--- src/rtl/ufc_pkg.sv ---
package ufc_pkg;
    // Register byte addresses
    localparam logic [3:0] ADDR_FCR      = 4'h0;
    localparam logic [3:0] ADDR_STATUS   = 4'h4;
    localparam logic [3:0] ADDR_IRQ_STS  = 4'h8;
    localparam logic [3:0] ADDR_IRQ_MASK = 4'hc;
    localparam int         ADDR_W        = 4;
    localparam int         DATA_W        = 32;
    // Control register fields
    localparam int FCR_MODE_BIT = 0;
    localparam int FCR_RXCLR_BIT = 1;
    localparam int FCR_TXCLR_BIT = 2;
    localparam int FCR_DMA_BIT  = 3;
    localparam int FCR_THR_LSB  = 4;
    localparam int THR_W        = 4;
    // Status register fields
    localparam int STS_MODE_BIT   = 0;
    localparam int STS_THR_LSB    = 4;
    localparam int STS_RDA_BIT    = 8;
    localparam int STS_RXEMPTY_BIT = 9;
    localparam int STS_TXEMPTY_BIT = 10;
    localparam int STS_RXLVL_LSB  = 16;
    localparam int STS_TXLVL_LSB  = 24;
    // Interrupt event bits
    localparam int IRQ_W          = 3;
    localparam int IRQ_RDA_BIT    = 0;
    localparam int IRQ_TXCLR_BIT  = 1;
    localparam int IRQ_RXCLR_BIT  = 2;
    // Reset values and sizes
    localparam logic [THR_W-1:0] THR_RESET  = 4'h0;
    localparam logic [IRQ_W-1:0] IRQ_RESET  = 3'h0;
    localparam int               FIFO_DEPTH = 64;
    // Threshold levels in bytes
    localparam logic [7:0] LVL_1  = 8'h01;
    localparam logic [7:0] LVL_4  = 8'h04;
    localparam logic [7:0] LVL_8  = 8'h08;
    localparam logic [7:0] LVL_14 = 8'h0e;
    localparam logic [7:0] LVL_30 = 8'h1e;
    localparam logic [7:0] LVL_46 = 8'h2e;
    localparam logic [7:0] LVL_62 = 8'h3e;
    // Bus responses
    localparam logic [1:0] RESP_OKAY   = 2'h0;
    localparam logic [1:0] RESP_SLVERR = 2'h2;
endpackage

--- src/rtl/ufc_fifo_control.sv ---
`timescale 1ns/1ps
// FIFO control register block with AXI4-Lite access
module ufc_fifo_control #(
    parameter int DEPTH = ufc_pkg::FIFO_DEPTH,
    parameter int PTR_W = $clog2(DEPTH),
    parameter int LVL_W = $clog2(DEPTH) + 1
) (
    input  wire logic                       REF_CLK,
    input  wire logic                       RESETN,
    input  wire logic [ufc_pkg::ADDR_W-1:0] S_AXI_AWADDR,
    input  wire logic                       S_AXI_AWVALID,
    output logic                            S_AXI_AWREADY,
    input  wire logic [ufc_pkg::DATA_W-1:0] S_AXI_WDATA,
    input  wire logic [3:0]                 S_AXI_WSTRB,
    input  wire logic                       S_AXI_WVALID,
    output logic                            S_AXI_WREADY,
    output logic      [1:0]                 S_AXI_BRESP,
    output logic                            S_AXI_BVALID,
    input  wire logic                       S_AXI_BREADY,
    input  wire logic [ufc_pkg::ADDR_W-1:0] S_AXI_ARADDR,
    input  wire logic                       S_AXI_ARVALID,
    output logic                            S_AXI_ARREADY,
    output logic      [ufc_pkg::DATA_W-1:0] S_AXI_RDATA,
    output logic      [1:0]                 S_AXI_RRESP,
    output logic                            S_AXI_RVALID,
    input  wire logic                       S_AXI_RREADY,
    input  wire logic                       TX_PUSH,
    input  wire logic                       TX_POP,
    input  wire logic                       RX_PUSH,
    input  wire logic                       RX_POP,
    output logic                            TX_FIFO_CLEAR,
    output logic                            RX_FIFO_CLEAR,
    output logic      [PTR_W-1:0]           TX_WR_PTR,
    output logic      [PTR_W-1:0]           TX_RD_PTR,
    output logic      [PTR_W-1:0]           RX_WR_PTR,
    output logic      [PTR_W-1:0]           RX_RD_PTR,
    output logic      [LVL_W-1:0]           TX_LEVEL,
    output logic      [LVL_W-1:0]           RX_LEVEL,
    output logic                            TX_EMPTY,
    output logic                            RX_EMPTY,
    output logic                            RX_DATA_AVAIL_IRQ,
    output logic                            IRQ
);
    import ufc_pkg::*;

    // Threshold code to byte count; unlisted codes saturate at 62
    function automatic logic [7:0] thr_level(input logic [THR_W-1:0] sel);
        logic [7:0] lvl;
        lvl = LVL_62;
        case (sel)
            4'h0:    lvl = LVL_1;
            4'h1:    lvl = LVL_4;
            4'h2:    lvl = LVL_8;
            4'h3:    lvl = LVL_14;
            4'h4:    lvl = LVL_30;
            4'h5:    lvl = LVL_46;
            default: lvl = LVL_62;
        endcase
        return lvl;
    endfunction

    // Place a narrow field into a bus word at a given bit
    function automatic logic [DATA_W-1:0] put_field(input logic [7:0] val,
                                                    input int         lsb);
        return DATA_W'(val) << lsb;
    endfunction

    // Write channel state
    logic              aw_ff,    nxt_aw;
    logic [ADDR_W-1:0] awaddr_ff, nxt_awaddr;
    logic              w_ff,     nxt_w;
    logic [DATA_W-1:0] wdata_ff, nxt_wdata;
    logic [3:0]        wstrb_ff, nxt_wstrb;
    logic              bvalid_ff, nxt_bvalid;
    logic [1:0]        bresp_ff, nxt_bresp;
    logic              do_wr;

    // Read channel state
    logic              rvalid_ff, nxt_rvalid;
    logic [DATA_W-1:0] rdata_ff, nxt_rdata;
    logic [1:0]        rresp_ff, nxt_rresp;

    // Control state
    logic [THR_W-1:0]  thr_ff,   nxt_thr;
    logic              txclr_ff, nxt_txclr;
    logic              rxclr_ff, nxt_rxclr;
    logic              rda_ff,   nxt_rda;
    logic [IRQ_W-1:0]  ists_ff,  nxt_ists;
    logic [IRQ_W-1:0]  imask_ff, nxt_imask;
    logic              irq_ff,   nxt_irq;
    logic [IRQ_W-1:0]  ev_set;
    logic              fcr_wr_ok;

    // Tracker outputs
    logic [LVL_W-1:0]  tx_lvl;
    logic [LVL_W-1:0]  rx_lvl;
    logic              tx_empty;
    logic              rx_empty;

    // Write path: address and data taken in either order
    assign S_AXI_AWREADY = !aw_ff && !bvalid_ff;
    assign S_AXI_WREADY  = !w_ff && !bvalid_ff;
    assign do_wr         = aw_ff && w_ff && !bvalid_ff;

    always_comb begin
        nxt_aw     = aw_ff;
        nxt_awaddr = awaddr_ff;
        nxt_w      = w_ff;
        nxt_wdata  = wdata_ff;
        nxt_wstrb  = wstrb_ff;
        nxt_bvalid = bvalid_ff;
        nxt_bresp  = bresp_ff;
        if (S_AXI_AWVALID && S_AXI_AWREADY) begin
            nxt_aw     = 1'b1;
            nxt_awaddr = S_AXI_AWADDR;
        end
        if (S_AXI_WVALID && S_AXI_WREADY) begin
            nxt_w     = 1'b1;
            nxt_wdata = S_AXI_WDATA;
            nxt_wstrb = S_AXI_WSTRB;
        end
        if (do_wr) begin
            nxt_aw     = 1'b0;
            nxt_w      = 1'b0;
            nxt_bvalid = 1'b1;
            nxt_bresp  = RESP_OKAY;
            if (awaddr_ff[1:0] != 2'h0 || awaddr_ff == ADDR_STATUS) begin
                nxt_bresp = RESP_SLVERR;
            end
        end
        if (bvalid_ff && S_AXI_BREADY) begin
            nxt_bvalid = 1'b0;
        end
    end

    always_ff @(posedge REF_CLK or negedge RESETN) begin
        if (!RESETN) begin
            aw_ff     <= 1'b0;
            awaddr_ff <= '0;
            w_ff      <= 1'b0;
            wdata_ff  <= '0;
            wstrb_ff  <= 4'h0;
            bvalid_ff <= 1'b0;
            bresp_ff  <= RESP_OKAY;
        end else begin
            aw_ff     <= nxt_aw;
            awaddr_ff <= nxt_awaddr;
            w_ff      <= nxt_w;
            wdata_ff  <= nxt_wdata;
            wstrb_ff  <= nxt_wstrb;
            bvalid_ff <= nxt_bvalid;
            bresp_ff  <= nxt_bresp;
        end
    end

    // Read path: one read in flight, data registered
    assign S_AXI_ARREADY = !rvalid_ff;

    always_comb begin
        nxt_rvalid = rvalid_ff;
        nxt_rdata  = rdata_ff;
        nxt_rresp  = rresp_ff;
        if (S_AXI_ARVALID && S_AXI_ARREADY) begin
            nxt_rvalid = 1'b1;
            nxt_rresp  = RESP_OKAY;
            nxt_rdata  = '0;
            case (S_AXI_ARADDR)
                ADDR_FCR: begin
                    nxt_rdata = put_field(8'(thr_ff), FCR_THR_LSB)
                              | put_field(8'h01, FCR_MODE_BIT);
                end
                ADDR_STATUS: begin
                    nxt_rdata = put_field(8'h01, STS_MODE_BIT)
                              | put_field(8'(thr_ff), STS_THR_LSB)
                              | put_field(8'(rda_ff), STS_RDA_BIT)
                              | put_field(8'(rx_empty), STS_RXEMPTY_BIT)
                              | put_field(8'(tx_empty), STS_TXEMPTY_BIT)
                              | put_field(8'(rx_lvl), STS_RXLVL_LSB)
                              | put_field(8'(tx_lvl), STS_TXLVL_LSB);
                end
                ADDR_IRQ_STS:  nxt_rdata = DATA_W'(ists_ff);
                ADDR_IRQ_MASK: nxt_rdata = DATA_W'(imask_ff);
                default:       nxt_rresp = RESP_SLVERR;
            endcase
        end else if (rvalid_ff && S_AXI_RREADY) begin
            nxt_rvalid = 1'b0;
        end
    end

    always_ff @(posedge REF_CLK or negedge RESETN) begin
        if (!RESETN) begin
            rvalid_ff <= 1'b0;
            rdata_ff  <= '0;
            rresp_ff  <= RESP_OKAY;
        end else begin
            rvalid_ff <= nxt_rvalid;
            rdata_ff  <= nxt_rdata;
            rresp_ff  <= nxt_rresp;
        end
    end

    // Control register, clear pulses, threshold compare and interrupts.
    // Control fields live in byte lane 0, so that lane must be enabled.
    always_comb begin
        fcr_wr_ok = do_wr && (awaddr_ff == ADDR_FCR) && wstrb_ff[0]
                    && wdata_ff[FCR_MODE_BIT];
        nxt_thr   = thr_ff;
        nxt_txclr = 1'b0;
        nxt_rxclr = 1'b0;
        if (fcr_wr_ok) begin
            nxt_thr   = wdata_ff[FCR_THR_LSB +: THR_W];
            nxt_txclr = wdata_ff[FCR_TXCLR_BIT];
            nxt_rxclr = wdata_ff[FCR_RXCLR_BIT];
            // dma select bit is not decoded
        end
        nxt_rda = (8'(rx_lvl) >= thr_level(thr_ff));
        ev_set = '0;
        ev_set[IRQ_RDA_BIT]   = nxt_rda && !rda_ff;
        ev_set[IRQ_TXCLR_BIT] = txclr_ff;
        ev_set[IRQ_RXCLR_BIT] = rxclr_ff;
        // Write one clears; a new event in the same cycle wins
        nxt_ists  = ists_ff;
        nxt_imask = imask_ff;
        if (do_wr && wstrb_ff[0] && awaddr_ff == ADDR_IRQ_STS) begin
            nxt_ists = ists_ff & ~wdata_ff[IRQ_W-1:0];
        end
        if (do_wr && wstrb_ff[0] && awaddr_ff == ADDR_IRQ_MASK) begin
            nxt_imask = wdata_ff[IRQ_W-1:0];
        end
        nxt_ists = nxt_ists | ev_set;
        nxt_irq  = |(nxt_ists & nxt_imask);
    end

    always_ff @(posedge REF_CLK or negedge RESETN) begin
        if (!RESETN) begin
            thr_ff   <= THR_RESET;
            txclr_ff <= 1'b0;
            rxclr_ff <= 1'b0;
            rda_ff   <= 1'b0;
            ists_ff  <= IRQ_RESET;
            imask_ff <= IRQ_RESET;
            irq_ff   <= 1'b0;
        end else begin
            thr_ff   <= nxt_thr;
            txclr_ff <= nxt_txclr;
            rxclr_ff <= nxt_rxclr;
            rda_ff   <= nxt_rda;
            ists_ff  <= nxt_ists;
            imask_ff <= nxt_imask;
            irq_ff   <= nxt_irq;
        end
    end

    ufc_fifo_track #(
        .DEPTH (DEPTH),
        .PTR_W (PTR_W),
        .LVL_W (LVL_W)
    ) u_tx_track (
        .clk    (REF_CLK),
        .rst_n  (RESETN),
        .clear  (txclr_ff),
        .push   (TX_PUSH),
        .pop    (TX_POP),
        .wr_ptr (TX_WR_PTR),
        .rd_ptr (TX_RD_PTR),
        .level  (tx_lvl),
        .empty  (tx_empty)
    );

    ufc_fifo_track #(
        .DEPTH (DEPTH),
        .PTR_W (PTR_W),
        .LVL_W (LVL_W)
    ) u_rx_track (
        .clk    (REF_CLK),
        .rst_n  (RESETN),
        .clear  (rxclr_ff),
        .push   (RX_PUSH),
        .pop    (RX_POP),
        .wr_ptr (RX_WR_PTR),
        .rd_ptr (RX_RD_PTR),
        .level  (rx_lvl),
        .empty  (rx_empty)
    );

    // Outputs
    assign S_AXI_BVALID      = bvalid_ff;
    assign S_AXI_BRESP       = bresp_ff;
    assign S_AXI_RVALID      = rvalid_ff;
    assign S_AXI_RDATA       = rdata_ff;
    assign S_AXI_RRESP       = rresp_ff;
    assign TX_FIFO_CLEAR     = txclr_ff;
    assign RX_FIFO_CLEAR     = rxclr_ff;
    assign TX_LEVEL          = tx_lvl;
    assign RX_LEVEL          = rx_lvl;
    assign TX_EMPTY          = tx_empty;
    assign RX_EMPTY          = rx_empty;
    assign RX_DATA_AVAIL_IRQ = rda_ff;
    assign IRQ               = irq_ff;
endmodule

--- src/rtl/ufc_fifo_track.sv ---
`timescale 1ns/1ps
// Occupancy and pointer tracker for one FIFO
module ufc_fifo_track #(
    parameter int DEPTH = ufc_pkg::FIFO_DEPTH,
    parameter int PTR_W = $clog2(DEPTH),
    parameter int LVL_W = $clog2(DEPTH) + 1
) (
    input  wire logic             clk,
    input  wire logic             rst_n,
    input  wire logic             clear,
    input  wire logic             push,
    input  wire logic             pop,
    output logic      [PTR_W-1:0] wr_ptr,
    output logic      [PTR_W-1:0] rd_ptr,
    output logic      [LVL_W-1:0] level,
    output logic                  empty
);
    import ufc_pkg::*;

    logic [PTR_W-1:0] wr_ff,  nxt_wr;
    logic [PTR_W-1:0] rd_ff,  nxt_rd;
    logic [LVL_W-1:0] lvl_ff, nxt_lvl;
    logic             do_push;
    logic             do_pop;

    // Pointer and level update; clear overrides traffic in its cycle
    always_comb begin
        do_push = push && (lvl_ff != LVL_W'(DEPTH));
        do_pop  = pop && (lvl_ff != '0);
        nxt_wr  = do_push ? PTR_W'(wr_ff + 1'b1) : wr_ff;
        nxt_rd  = do_pop ? PTR_W'(rd_ff + 1'b1) : rd_ff;
        nxt_lvl = lvl_ff;
        if (do_push && !do_pop) begin
            nxt_lvl = LVL_W'(lvl_ff + 1'b1);
        end else if (do_pop && !do_push) begin
            nxt_lvl = LVL_W'(lvl_ff - 1'b1);
        end
        if (clear) begin
            nxt_wr  = '0;
            nxt_rd  = '0;
            nxt_lvl = '0;
        end
    end

    // State registers
    always_ff @(posedge clk or negedge rst_n) begin
        if (!rst_n) begin
            wr_ff  <= '0;
            rd_ff  <= '0;
            lvl_ff <= '0;
        end else begin
            wr_ff  <= nxt_wr;
            rd_ff  <= nxt_rd;
            lvl_ff <= nxt_lvl;
        end
    end

    assign wr_ptr = wr_ff;
    assign rd_ptr = rd_ff;
    assign level  = lvl_ff;
    assign empty  = (lvl_ff == '0);
endmodule

--- config.mk ---
export PLATFORM = sky130hd
export DESIGN_NAME = ufc_fifo_control
export DESIGN_NICKNAME = d
export VERILOG_FILES = /design/src/rtl/ufc_pkg.sv /design/src/rtl/ufc_fifo_control.sv /design/src/rtl/ufc_fifo_track.sv
export SDC_FILE = /design/constraint.sdc
export NUM_CORES = 1
export LEC_CHECK = 0
export BUFFER_PORTS_ARGS = -buffer_cell sky130_fd_sc_hd__buf_2
export CORE_UTILIZATION = 55
export CTS_CLUSTER_DIAMETER = 200
export DETAILED_ROUTE_END_ITERATION = 16
export PLACE_DENSITY = 0.84
export SLEW_MARGIN = 10
export SYNTH_ARGS = -nofsm -noshare
export SYNTH_HDL_FRONTEND = slang
export SYNTH_SLANG_ARGS = --single-unit
--- constraint.sdc ---
create_clock -name REF_CLK -period 6.55 [get_ports REF_CLK]
set_input_delay 0.9825 -clock REF_CLK [delete_from_list [all_inputs] [get_ports REF_CLK]]
set_output_delay 0.9825 -clock REF_CLK [all_outputs]
set_load 0.02 [all_outputs]
==> results of run 1 <==
## sequential cells by signal, summed over array words and instances (netlist names), 3 cells and up
signal and cells:
S_AXI_RDATA 24, u_rx_track.level 7, u_tx_track.level 7, wdata_ff 7, u_rx_track.rd_ptr 6, u_rx_track.wr_ptr 6, u_tx_track.rd_ptr 6, u_tx_track.wr_ptr 6
awaddr_ff 4, thr_ff 4, imask_ff 3, ists_ff 3
## final timing paths
path,end,slack (ps),cells past startpoint
min reg2reg,S_AXI_RDATA[0],480,1
min,S_AXI_RDATA[0],480,1
min in group asynchronous,u_tx_track.rd_ptr[5],610,1
max,u_tx_track.level[6],2930,9
max reg2reg,u_tx_track.level[6],2930,9
max in group asynchronous,S_AXI_RRESP[1],4880,2
## Yosys cell counts, drive strengths merged, types with 8 or more instances
| master | count | area share |
|---|---|---|
| and2 | 8 | 0.011 |
| xnor2 | 8 | 0.023 |
| nor3 | 13 | 0.016 |
| dfrtp | 94 | 0.50 |
| clkbuf | 13 | 0.010 |
| mux2 | 20 | 0.049 |
| nand4 | 8 | 0.011 |
| nand2 | 26 | 0.021 |
| nor2 | 39 | 0.034 |
| o21ai | 14 | 0.015 |
| a22o | 21 | 0.039 |
| buf | 12 | 0.021 |
| a21oi | 15 | 0.016 |
| ha | 20 | 0.053 |
| inv | 14 | 0.011 |
| xor2 | 18 | 0.033 |
| a211oi | 10 | 0.016 |
## stage by stage
step                      power, mW  std cells  setup WS [ps]  hold slack (ps)  utilization
after floorplan                1.76        426           3220              470            -
after global placement         2.03        609           3070              459        0.636
after detailed placement       2.10        609           2960              465        0.636
after CTS                      2.48        625           2960              486        0.660
after global routing           2.66        625           2780              512        0.660
final                          2.46        625           2930              480        0.660
## cell type report
class                      instances  share of cell area
clock buffer                      11              0.0259
clock inverter                     5              0.0108
inverter                          14             0.00964
multi-input combinational        293               0.402
sequential                        94               0.431
tap                              105              0.0241
timing repair buffer             103              0.0959
## cells by family after synthesis
| logic type | count (synthesis) |
|---|---|
| fa+ha+maj | 22 |
| simple gates | 121 |
| xor+xnor | 26 |
| compound gates | 87 |
| flops | 94 |
| mux | 27 |
| other cells | 1 |
| buf+inv | 39 |
## critical path, cell delays in order, from the launching register on
cell,delay [ps]
dfrtp_1,460
or4_4,590
o41ai_4,530
nand2_1,320
ha_1,410
nor2b_1,160
o31a_1,260
o22ai_1,180
mux2i_1,240
mux2_2,360
## per-layer routing
layer	vias to the layer above	wire length [µm]	part of all wire	track usage
met1	1694	4360	0.46	0.287
met5	-	0	0	0
met4	0	78	0.0081	0.0846
li1	1680	-	-	-
met2	74	4780	0.50	0.389
met3	4	366	0.038	0.0354
## power groups by stage
stage               sequential [mW]  combinational (mW)  clock (mW)
floorplan                      1.14               0.626           0
global placement               1.01                1.02           0
detailed placement             1.03                1.07           0
CTS                            1.02                1.07       0.395
global route                   1.05                1.18       0.421
finish                         1.02                1.06       0.384
==> out/results.tsv, run 1 <==
stage	metric	value	unit
placed_design	portBuffers	101	
power_and_ir_drop	p_comb_frac	0.431	
floorplan	core_area	8260	µm²
critical_path	crit_path_start	u_tx_track.level[0]	
floorplan	die-area	8940	µm²
critical_path	critPathArrivalTime	3860	ps
clock_network	htree_levels	3	
clock_network	cts_hold_buf	0	
sta	slew-limit-headroom	0.375	
sta	period_needed	3620	ps
global_routing	track_usage	0.226	
clock_network	numCtsBuffers	9	
power_and_ir_drop	pwr_density_cell	452	nW/µm²
floorplan	io_pins	140	
layout	antennaDiodeCount	0	
synthesis	ys_async_sr_fraction	1.00	
layout	ff_latch_area	2350	µm²
critical_path	critPathCaptureType	flop	
layout	num-nets-final	592	
routing	vias	3452	
layout	multi_input_area	2190	µm²
critical_path	rr_startpoint	u_tx_track.level[0]	
synthesis	synth-edff-count	0	
synthesis	seq_area_frac_synth	0.499	
critical_path	critPathKind	reg -> reg	
worst_hold_path	hold_start	S_AXI_RDATA[0]	
placed_design	place_area	5250	µm²
floorplan	die_y	94.6	µm
sta	rsz0062_at_grt	false	
routing	viasPerCell	5.52	
placed_design	gp_congestion	0.847	
floorplan	initial_core_util	0.571	
placed_design	dp_hpwl	7090	µm
synthesis	yosysWarnings	0	
sta	hold_viol	0	
synthesis	synth-adder-area-share	0.0616	
layout	final_common_cell	buf_2	
clock_network	post_cts_buffers	0	
clock_network	root_buffer	clkbuf_8	
worst_hold_path	hp-class	reg -> reg	
power_and_ir_drop	p_int	1.43	mW
sta	setup_viol	0	
power_and_ir_drop	ir_worst_vdd	0.268	mV
layout	synthToLayoutAreaGrowth	15.7	%
routing	drc	0	
power_and_ir_drop	clockPowerShare	0.156	
synthesis	ys_types	51	
layout	design_area	5450	µm²
critical_path	required	6790	ps
sta	worst_slew_pin_slew	938	ps
routing	ant_nets	0	
synthesis	synth_cells	417	
synthesis	synth-simple-area-share	0.131	
power_and_ir_drop	p_leak	2.70	nW
synthesis	synth_top_family_by_area	compound AO/OA/AOI/OAI gates	
routing	route.detailed.wl_per_inst	15.3	µm
sta	skew	8.03	ps
global_routing	grt_max_degree	50	
power_and_ir_drop	p_sw	1.03	mW
synthesis	synth_area	4710	µm²
sta	slew_viol_final	0	
critical_path	cp_max_fo	7	
sta	clock.fmax	276	MHz
synthesis	muxShareOfSynthArea	0.0635	
clock_network	ctsResizeCount	0	
clock_network	clk_path_buf_depth	2	
global_routing	grt.overflow.total	0	
routing	drtIter0Drc	131	
clock_network	clk_pin_slew	90	ps
layout	final_cell_mix	100 x buf_2, 94 x dfrtp_1, 37 x nor2_1	
routing	drtPass1Iterations	4	
synthesis	synth_area_per_cell	11.3	µm²
clock_network	numClockSinks	94	
outcome	status	complete, no violations	
global_routing	grt_pass1_wl	15500	µm
clock_network	cts_tree	built	
floorplan	die_x	94.6	µm
power_and_ir_drop	p_sw_frac	0.420	
synthesis	synth_top_flop_cell	dfrtp_1	
sta	fin_crit_sh	0.553	
critical_path	startpoint_type	flop	
routing	drt-total-wl	9580	µm
layout	nFillCells	694	
synthesis	synth_xor_area_frac	0.0563	
synthesis	synth_compound_area_frac	0.145	
floorplan	placementRows	33	
layout	layout-drive-gt1-share	0.304	
synthesis	ys_ff_latch	94	
global_routing	grt_pass1_vias	3228	
power_and_ir_drop	p_seq_frac	0.413	
clock_network	clkLatencyLatePin	350	ps
job	drv_cap	0	
global_routing	antenna_found_initial	0	
sta	tns	0	ps
Note: power is estimated with default switching activity, not from simulation.
==> inputs of run 2 (changes only) <==
--- a/config.mk
+++ b/config.mk
@@ -6,10 +6,10 @@
 export NUM_CORES = 1
 export LEC_CHECK = 0
 export BUFFER_PORTS_ARGS = -buffer_cell sky130_fd_sc_hd__buf_2
-export CORE_UTILIZATION = 55
+export CORE_UTILIZATION = 47
 export CTS_CLUSTER_DIAMETER = 200
 export DETAILED_ROUTE_END_ITERATION = 16
-export PLACE_DENSITY = 0.84
+export PLACE_DENSITY = 0.77
 export SLEW_MARGIN = 10
 export SYNTH_ARGS = -nofsm -noshare
 export SYNTH_HDL_FRONTEND = slang
==> constraint.sdc (replaced) <==
create_clock -name REF_CLK -period 3.2 [get_ports REF_CLK]
set_input_delay 0.48 -clock REF_CLK [delete_from_list [all_inputs] [get_ports REF_CLK]]
set_output_delay 0.48 -clock REF_CLK [all_outputs]
set_load 0.02 [all_outputs]
==> run 2 against run 1 <==
Effect of this change: clock skew about the same; clock-buffer cell count unchanged; worst hold slack worse by 370 ps; via count up 4.9%; critical path type unchanged; critical endpoint is now u_tx_track.level[5]; largest cell class unchanged.
==> out/results.tsv, run 2 (synthesized netlist as in run 1, its figures left out) <==
stage	metric	value	unit	change
power_and_ir_drop	p_comb_frac	0.468		was 0.431
routing	viasPerCell	5.36		was 5.52
clock_network	numClockSinks	94		unchanged
global_routing	track_usage	0.204		was 0.226
clock_network	cts_hold_buf	0		unchanged
placed_design	place_area	5440	µm²	was 5250 µm²
global_routing	grt_pass1_wl	16400	µm	was 15500 µm
routing	route.detailed.wl_per_inst	15.3	µm	about the same
critical_path	cp_max_fo	4		was 7
layout	largest_register_ffs	24		unchanged
layout	design_area	5760	µm²	was 5450 µm²
layout	synthToLayoutAreaGrowth	22.2	%	was 15.7%
layout	num-nets-final	615		was 592
power_and_ir_drop	ir_worst_vdd	0.476	mV	was 0.268 mV
critical_path	cpPeakStageDelay	580	ps	was 590 ps
floorplan	die_y	102	µm	was 94.6 µm
floorplan	die_x	102	µm	was 94.6 µm
critical_path	worstPathCellList	or4_4 > o41a_1 > nand2_2 > buf_4 > ha_1 > a21o_2 > a311o_1 > a21oi_2 > xor2_1 > a211oi_1		was or4_4 > o41ai_4 > nand2_1 > ha_1 > nor2b_1 > o31a_1 > o22ai_1 > mux2i_1 > mux2_2
routing	vias	3621		was 3452
power_and_ir_drop	pwr_density_cell	922	nW/µm²	was 452 nW/µm²
sta	worst_slew_pin_slew	923	ps	was 938 ps
power_and_ir_drop	clockPowerShare	0.153		was 0.156
placed_design	gp_congestion	0.911		was 0.847
sta	fin_crit_sh	0.991		was 0.553
sta	period_needed	3170	ps	was 3620 ps
sta	skew	8.33	ps	was 8.03 ps
power_and_ir_drop	p_sw	2.20	mW	was 1.03 mW
sta	slew-limit-headroom	0.384		was 0.375
sta	rsz0062_at_grt	true		was false
clock_network	cts_tree	built		unchanged
job	drv_cap	0		unchanged
clock_network	clk_pin_slew	90	ps	about the same
worst_hold_path	hp-class	in -> async		was reg -> reg
critical_path	slowest_stage	or4_4		unchanged
floorplan	core_area	9730	µm²	was 8260 µm²
power_and_ir_drop	p_leak	2.83	nW	was 2.70 nW
placed_design	portBuffers	101		unchanged
sta	clock.fmax	315	MHz	was 276 MHz
floorplan	initial_core_util	0.484		was 0.571
layout	final_common_cell	buf_2		unchanged
clock_network	clk_path_buf_depth	2		unchanged
critical_path	critPathCaptureType	flop		unchanged
sta	setup_viol	0		unchanged
power_and_ir_drop	p_int	3.11	mW	was 1.43 mW
routing	drt-total-wl	10300	µm	was 9580 µm
global_routing	antenna_found_initial	0		unchanged
global_routing	grt_max_degree	52		was 50
layout	layout-drive-gt1-share	0.363		was 0.304
clock_network	root_buffer	clkbuf_8		unchanged
layout	final_cell_mix	100 x buf_2, 89 x dfrtp_1, 37 x nor2_1		was 100 x buf_2, 94 x dfrtp_1, 37 x nor2_1
power_and_ir_drop	p_sw_frac	0.414		was 0.420
global_routing	grt.overflow.total	0		unchanged
clock_network	clkLatencyLatePin	350	ps	about the same
outcome	status	complete, no violations		unchanged
placed_design	dp_hpwl	7400	µm	was 7090 µm
floorplan	die-area	10400	µm²	was 8940 µm²
clock_network	numCtsBuffers	9		unchanged
clock_network	htree_levels	3		unchanged
routing	drtPass1Iterations	4		unchanged
floorplan	placementRows	36		was 33
sta	slew_viol_final	0		unchanged
power_and_ir_drop	p_seq_frac	0.379		was 0.413
global_routing	grt_pass1_vias	3497		was 3228
critical_path	startpoint_type	flop		unchanged
critical_path	required	3460	ps	was 6790 ps
floorplan	io_pins	140		unchanged
layout	antennaDiodeCount	0		unchanged
critical_path	critPathKind	reg -> reg		unchanged
sta	hold_viol	0		unchanged
routing	drtIter0Drc	91		was 131
routing	drc	0		unchanged
critical_path	critPathArrivalTime	3430	ps	was 3860 ps
routing	ant_nets	0		unchanged
sta	whs	113	ps	was 480 ps
[run 2: cell types whose count changed in the layout (fill, tap and decap cells not counted), moves of 3 or more]
| cell | previous run | this run |
|---|---|---|
| dfrtp_2 | 0 | 5 |
| buf_4 | 3 | 24 |
| dfrtp_1 | 94 | 89 |
| ha_1 | 20 | 17 |
| ha_4 | 0 | 3 |
[run 2: layer usage]
metal | global-route usage | up-vias | part of all wire
met5 | 0 | - | 0
met4 | 0.104 | 0 | 0.025
met3 | 0.0315 | 23 | 0.046
met2 | 0.329 | 103 | 0.48
met1 | 0.268 | 1778 | 0.45
li1 | - | 1717 | -
[run 2: final cells by class]
| class | instances | area [µm²] |
|---|---|---|
| fillers | 857 | 3970 |
| flip-flops and latches | 94 | 2360 |
| multi-input cells | 293 | 2260 |
| repair buffers | 126 | 712 |
| well taps | 133 | 166 |
| clock buffers | 11 | 151 |
| clock inverters | 5 | 57.6 |
| inverters | 14 | 52.6 |
[run 2: critical path: cells and delay by family (launching register included)]
family,cells,cell delay (ps)
AO/OA/AOI/OAI,5,1470
AND/OR/NAND/NOR,2,730
flip-flops,1,410
adder cells (fa/ha/maj),1,240
buffers and inverters,1,130
XOR/XNOR,1,90
[run 2: worst paths after layout]
| kind | depth (start not counted) | from | slack, ps | to |
|---|---|---|---|---|
| min in group REF_CLK | 2 | S_AXI_RREADY | 300 | S_AXI_RVALID |
| max in group asynchronous | 2 | RESETN | 2390 | u_rx_track.wr_ptr[2] |
| worst max register to register | 10 | u_tx_track.level[2] | 30 | u_tx_track.level[5] |
| worst min register to register | 2 | S_AXI_RDATA[2] | 480 | S_AXI_RDATA[2] |
| worst min-delay path | 1 | RESETN | 110 | u_tx_track.rd_ptr[5] |
| worst max-delay path | 10 | u_tx_track.level[2] | 30 | u_tx_track.level[5] |
[run 2: metrics by stage]
step | cells | power (mW) | setup slack [ps] | TNS, ps | util
after floorplan | 426 | 3.64 | -51.6 | -93.1 | -
after global placement | 651 | 4.29 | 150 | 0 | 0.559
after detailed placement | 651 | 4.42 | 52.7 | 0 | 0.559
after CTS | 669 | 5.25 | 7.53 | 0 | 0.582
after global routing | 676 | 5.72 | -59.6 | -89.7 | 0.592
final | 676 | 5.31 | 27.4 | 0 | 0.592
[run 2: what timing repair did]
item,4_1_cts,5_1_grt
pin swaps,0,6
gates cloned,0,0
setup buffers,2,7
setup endpoints to repair,1,3
gates resized for setup,0,8
endpoints found under the hold margin,0,0
[run 2: power by group through the flow]
stage / Clock (mW) / Sequential (mW) / Combinational, mW
after floorplan: 0 / 2.34 / 1.30
after global placement: 0 / 2.00 / 2.29
after detailed placement: 0 / 2.03 / 2.39
after CTS: 0.838 / 2.00 / 2.41
after global routing: 0.878 / 2.08 / 2.76
final: 0.812 / 2.01 / 2.48
==> inputs of run 3 (changes only) <==
--- a/config.mk
+++ b/config.mk
@@ -9,7 +9,7 @@
 export CORE_UTILIZATION = 47
 export CTS_CLUSTER_DIAMETER = 200
 export DETAILED_ROUTE_END_ITERATION = 16
-export PLACE_DENSITY = 0.77
+export PLACE_DENSITY = 0.76
 export SLEW_MARGIN = 10
 export SYNTH_ARGS = -nofsm -noshare
 export SYNTH_HDL_FRONTEND = slang
==> run 3 against run 2 <==
Effect of this change: final cell count shrank 1.3%; design area down 1.9%; sequential share of layout area grew 0.80 points; critical path type unchanged; highest routed layer unchanged.
==> out/results.tsv, run 3 (synthesized netlist as in run 1, its figures left out) <==
stage	metric	value	unit	change
power_and_ir_drop	p_comb_frac	0.464		was 0.468
sta	worst_slew_pin_slew	951	ps	was 923 ps
power_and_ir_drop	p_int	3.04	mW	was 3.11 mW
layout	final_common_cell	buf_2		unchanged
sta	slew_viol_final	0		unchanged
layout	ff_latch_area	2360	µm²	unchanged
sta	clock.fmax	322	MHz	was 315 MHz
power_and_ir_drop	p_sw	2.14	mW	was 2.20 mW
floorplan	io_pins	140		unchanged
power_and_ir_drop	finalPower	5.17	mW	was 5.31 mW
layout	largest_register_ffs	24		unchanged
layout	num-nets-final	607		was 615
global_routing	grt_pass1_vias	3345		was 3497
floorplan	initial_core_util	0.484		unchanged
routing	viasPerCell	5.29		was 5.36
global_routing	track_usage	0.198		was 0.204
critical_path	cp_max_fo	6		was 4
critical_path	startpoint_type	flop		unchanged
critical_path	critPathKind	reg -> reg		unchanged
sta	period_needed	3110	ps	was 3170 ps
sta	tns	0	ps	unchanged
placed_design	dp_hpwl	7380	µm	was 7400 µm
sta	setup_viol	0		unchanged
layout	synthToLayoutAreaGrowth	19.9	%	was 22.2%
clock_network	clk_pin_slew	90	ps	about the same
layout	layout-drive-gt1-share	0.343		was 0.363
routing	drtPass1Iterations	4		unchanged
clock_network	clkLatencyLatePin	360	ps	was 350 ps
power_and_ir_drop	p_sw_frac	0.413		was 0.414
clock_network	numCtsBuffers	9		unchanged
placed_design	gp_congestion	0.828		was 0.911
sta	finalWorstSetupSlack	92.3	ps	was 27.4 ps
placed_design	dp_slack	71.2	ps	was 52.7 ps
critical_path	critPathCaptureType	flop		unchanged
clock_network	cts_tree	built		unchanged
routing	ant_nets	0		unchanged
placed_design	portBuffers	101		unchanged
routing	vias	3528		was 3621
routing	drtIter0Drc	121		was 91
power_and_ir_drop	pwr_density_cell	916	nW/µm²	was 922 nW/µm²
sta	hold_viol	0		unchanged
floorplan	placementRows	36		unchanged
sta	rsz0062_at_grt	true		unchanged
global_routing	grt_max_degree	64		was 52
layout	final_cell_mix	100 x buf_2, 89 x dfrtp_1, 37 x nor2_1		unchanged
floorplan	core_area	9730	µm²	unchanged
global_routing	grt_pass1_wl	15800	µm	was 16400 µm
layout	antennaDiodeCount	0		unchanged
sta	slew-limit-headroom	0.366		was 0.384
global_routing	grt.overflow.total	0		unchanged
clock_network	cts_hold_buf	0		unchanged
clock_network	clk_path_buf_depth	2		unchanged
outcome	status	complete, no violations		unchanged
floorplan	die_y	102	µm	unchanged
power_and_ir_drop	clockPowerShare	0.150		was 0.153
floorplan	die-area	10400	µm²	unchanged
sta	fin_crit_sh	0.971		was 0.991
sta	skew	10.5	ps	was 8.33 ps
layout	multi_input_area	2230	µm²	was 2260 µm²
job	drv_cap	0		unchanged
clock_network	root_buffer	clkbuf_8		unchanged
sta	whs	49.7	ps	was 113 ps
power_and_ir_drop	p_leak	2.77	nW	was 2.83 nW
power_and_ir_drop	ir_worst_vdd	0.512	mV	was 0.476 mV
worst_hold_path	hp-class	in -> async		unchanged
layout	nFillCells	854		was 857
critical_path	critPathArrivalTime	3350	ps	was 3430 ps
routing	drt-total-wl	9930	µm	was 10300 µm
critical_path	required	3450	ps	was 3460 ps
routing	route.detailed.wl_per_inst	14.9	µm	was 15.3 µm
floorplan	die_x	102	µm	unchanged
clock_network	numClockSinks	94		unchanged
power_and_ir_drop	p_seq_frac	0.387		was 0.379
clock_network	htree_levels	3		unchanged
global_routing	antenna_found_initial	0		unchanged
routing	drc	0		unchanged
[run 3: worst paths after layout]
path,from,endpoint,slack (ps),depth (start not counted)
max,u_tx_track.level[1],u_tx_track.level[6],90,10
min,RESETN,S_AXI_RDATA[26],50,1
max reg2reg,u_tx_track.level[1],u_tx_track.level[6],90,10
min reg2reg,S_AXI_RDATA[0],S_AXI_RDATA[0],480,1
max in group asynchronous,RESETN,u_tx_track.level[1],2450,2
min in group REF_CLK,S_AXI_RREADY,S_AXI_RVALID,280,2
[run 3: cell type report]
cell class	instances	area share
inverter	14	0.00930
sequential	94	0.418
tap	133	0.0295
clock buffer	12	0.0257
clock inverter	3	0.00798
multi-input combinational	293	0.395
timing repair buffer	118	0.115
[run 3: power groups by stage]
stage,clock network [mW],logic [mW],registers (mW)
final,0.774,2.40,2.00
after global routing,0.837,2.67,2.07
after CTS,0.798,2.41,2.00
after detailed placement,0,2.40,2.02
after global placement,0,2.31,1.99
after floorplan,0,1.30,2.34
[run 3: critical path: stages, from the launching register on]
cell and delay (ps):
dfrtp_2 440, or4_4 590, o41ai_4 340, nand2_2 190, inv_1 130, fa_2 240, nor2b_2 60, o31a_1 250
o22ai_1 180, mux2i_1 230, mux2_2 350
[run 3: per-stage QoR]
| step | cell area (µm²) | util | instances |
|---|---|---|---|
| floorplan | 4780 | - | 426 |
| global placement | 5450 | 0.560 | 652 |
| detailed placement | 5450 | 0.560 | 652 |
| CTS | 5640 | 0.580 | 667 |
| global route | 5650 | 0.581 | 667 |
| finish | 5650 | 0.581 | 667 |
[run 3: layer usage]
layer | wire (µm) | track usage
met1 | 4480 | 0.262
met2 | 4810 | 0.326
met3 | 448 | 0.0274
met4 | 191 | 0.0890
met5 | 0 | 0
[run 3: what timing repair did]
| action | in CTS | in global routing |
|---|---|---|
| hold endpoints to repair | 0 | 0 |
| setup endpoints to repair | 0 | 2 |
| setup buffers | 0 | 0 |
| gates resized for setup | 0 | 3 |
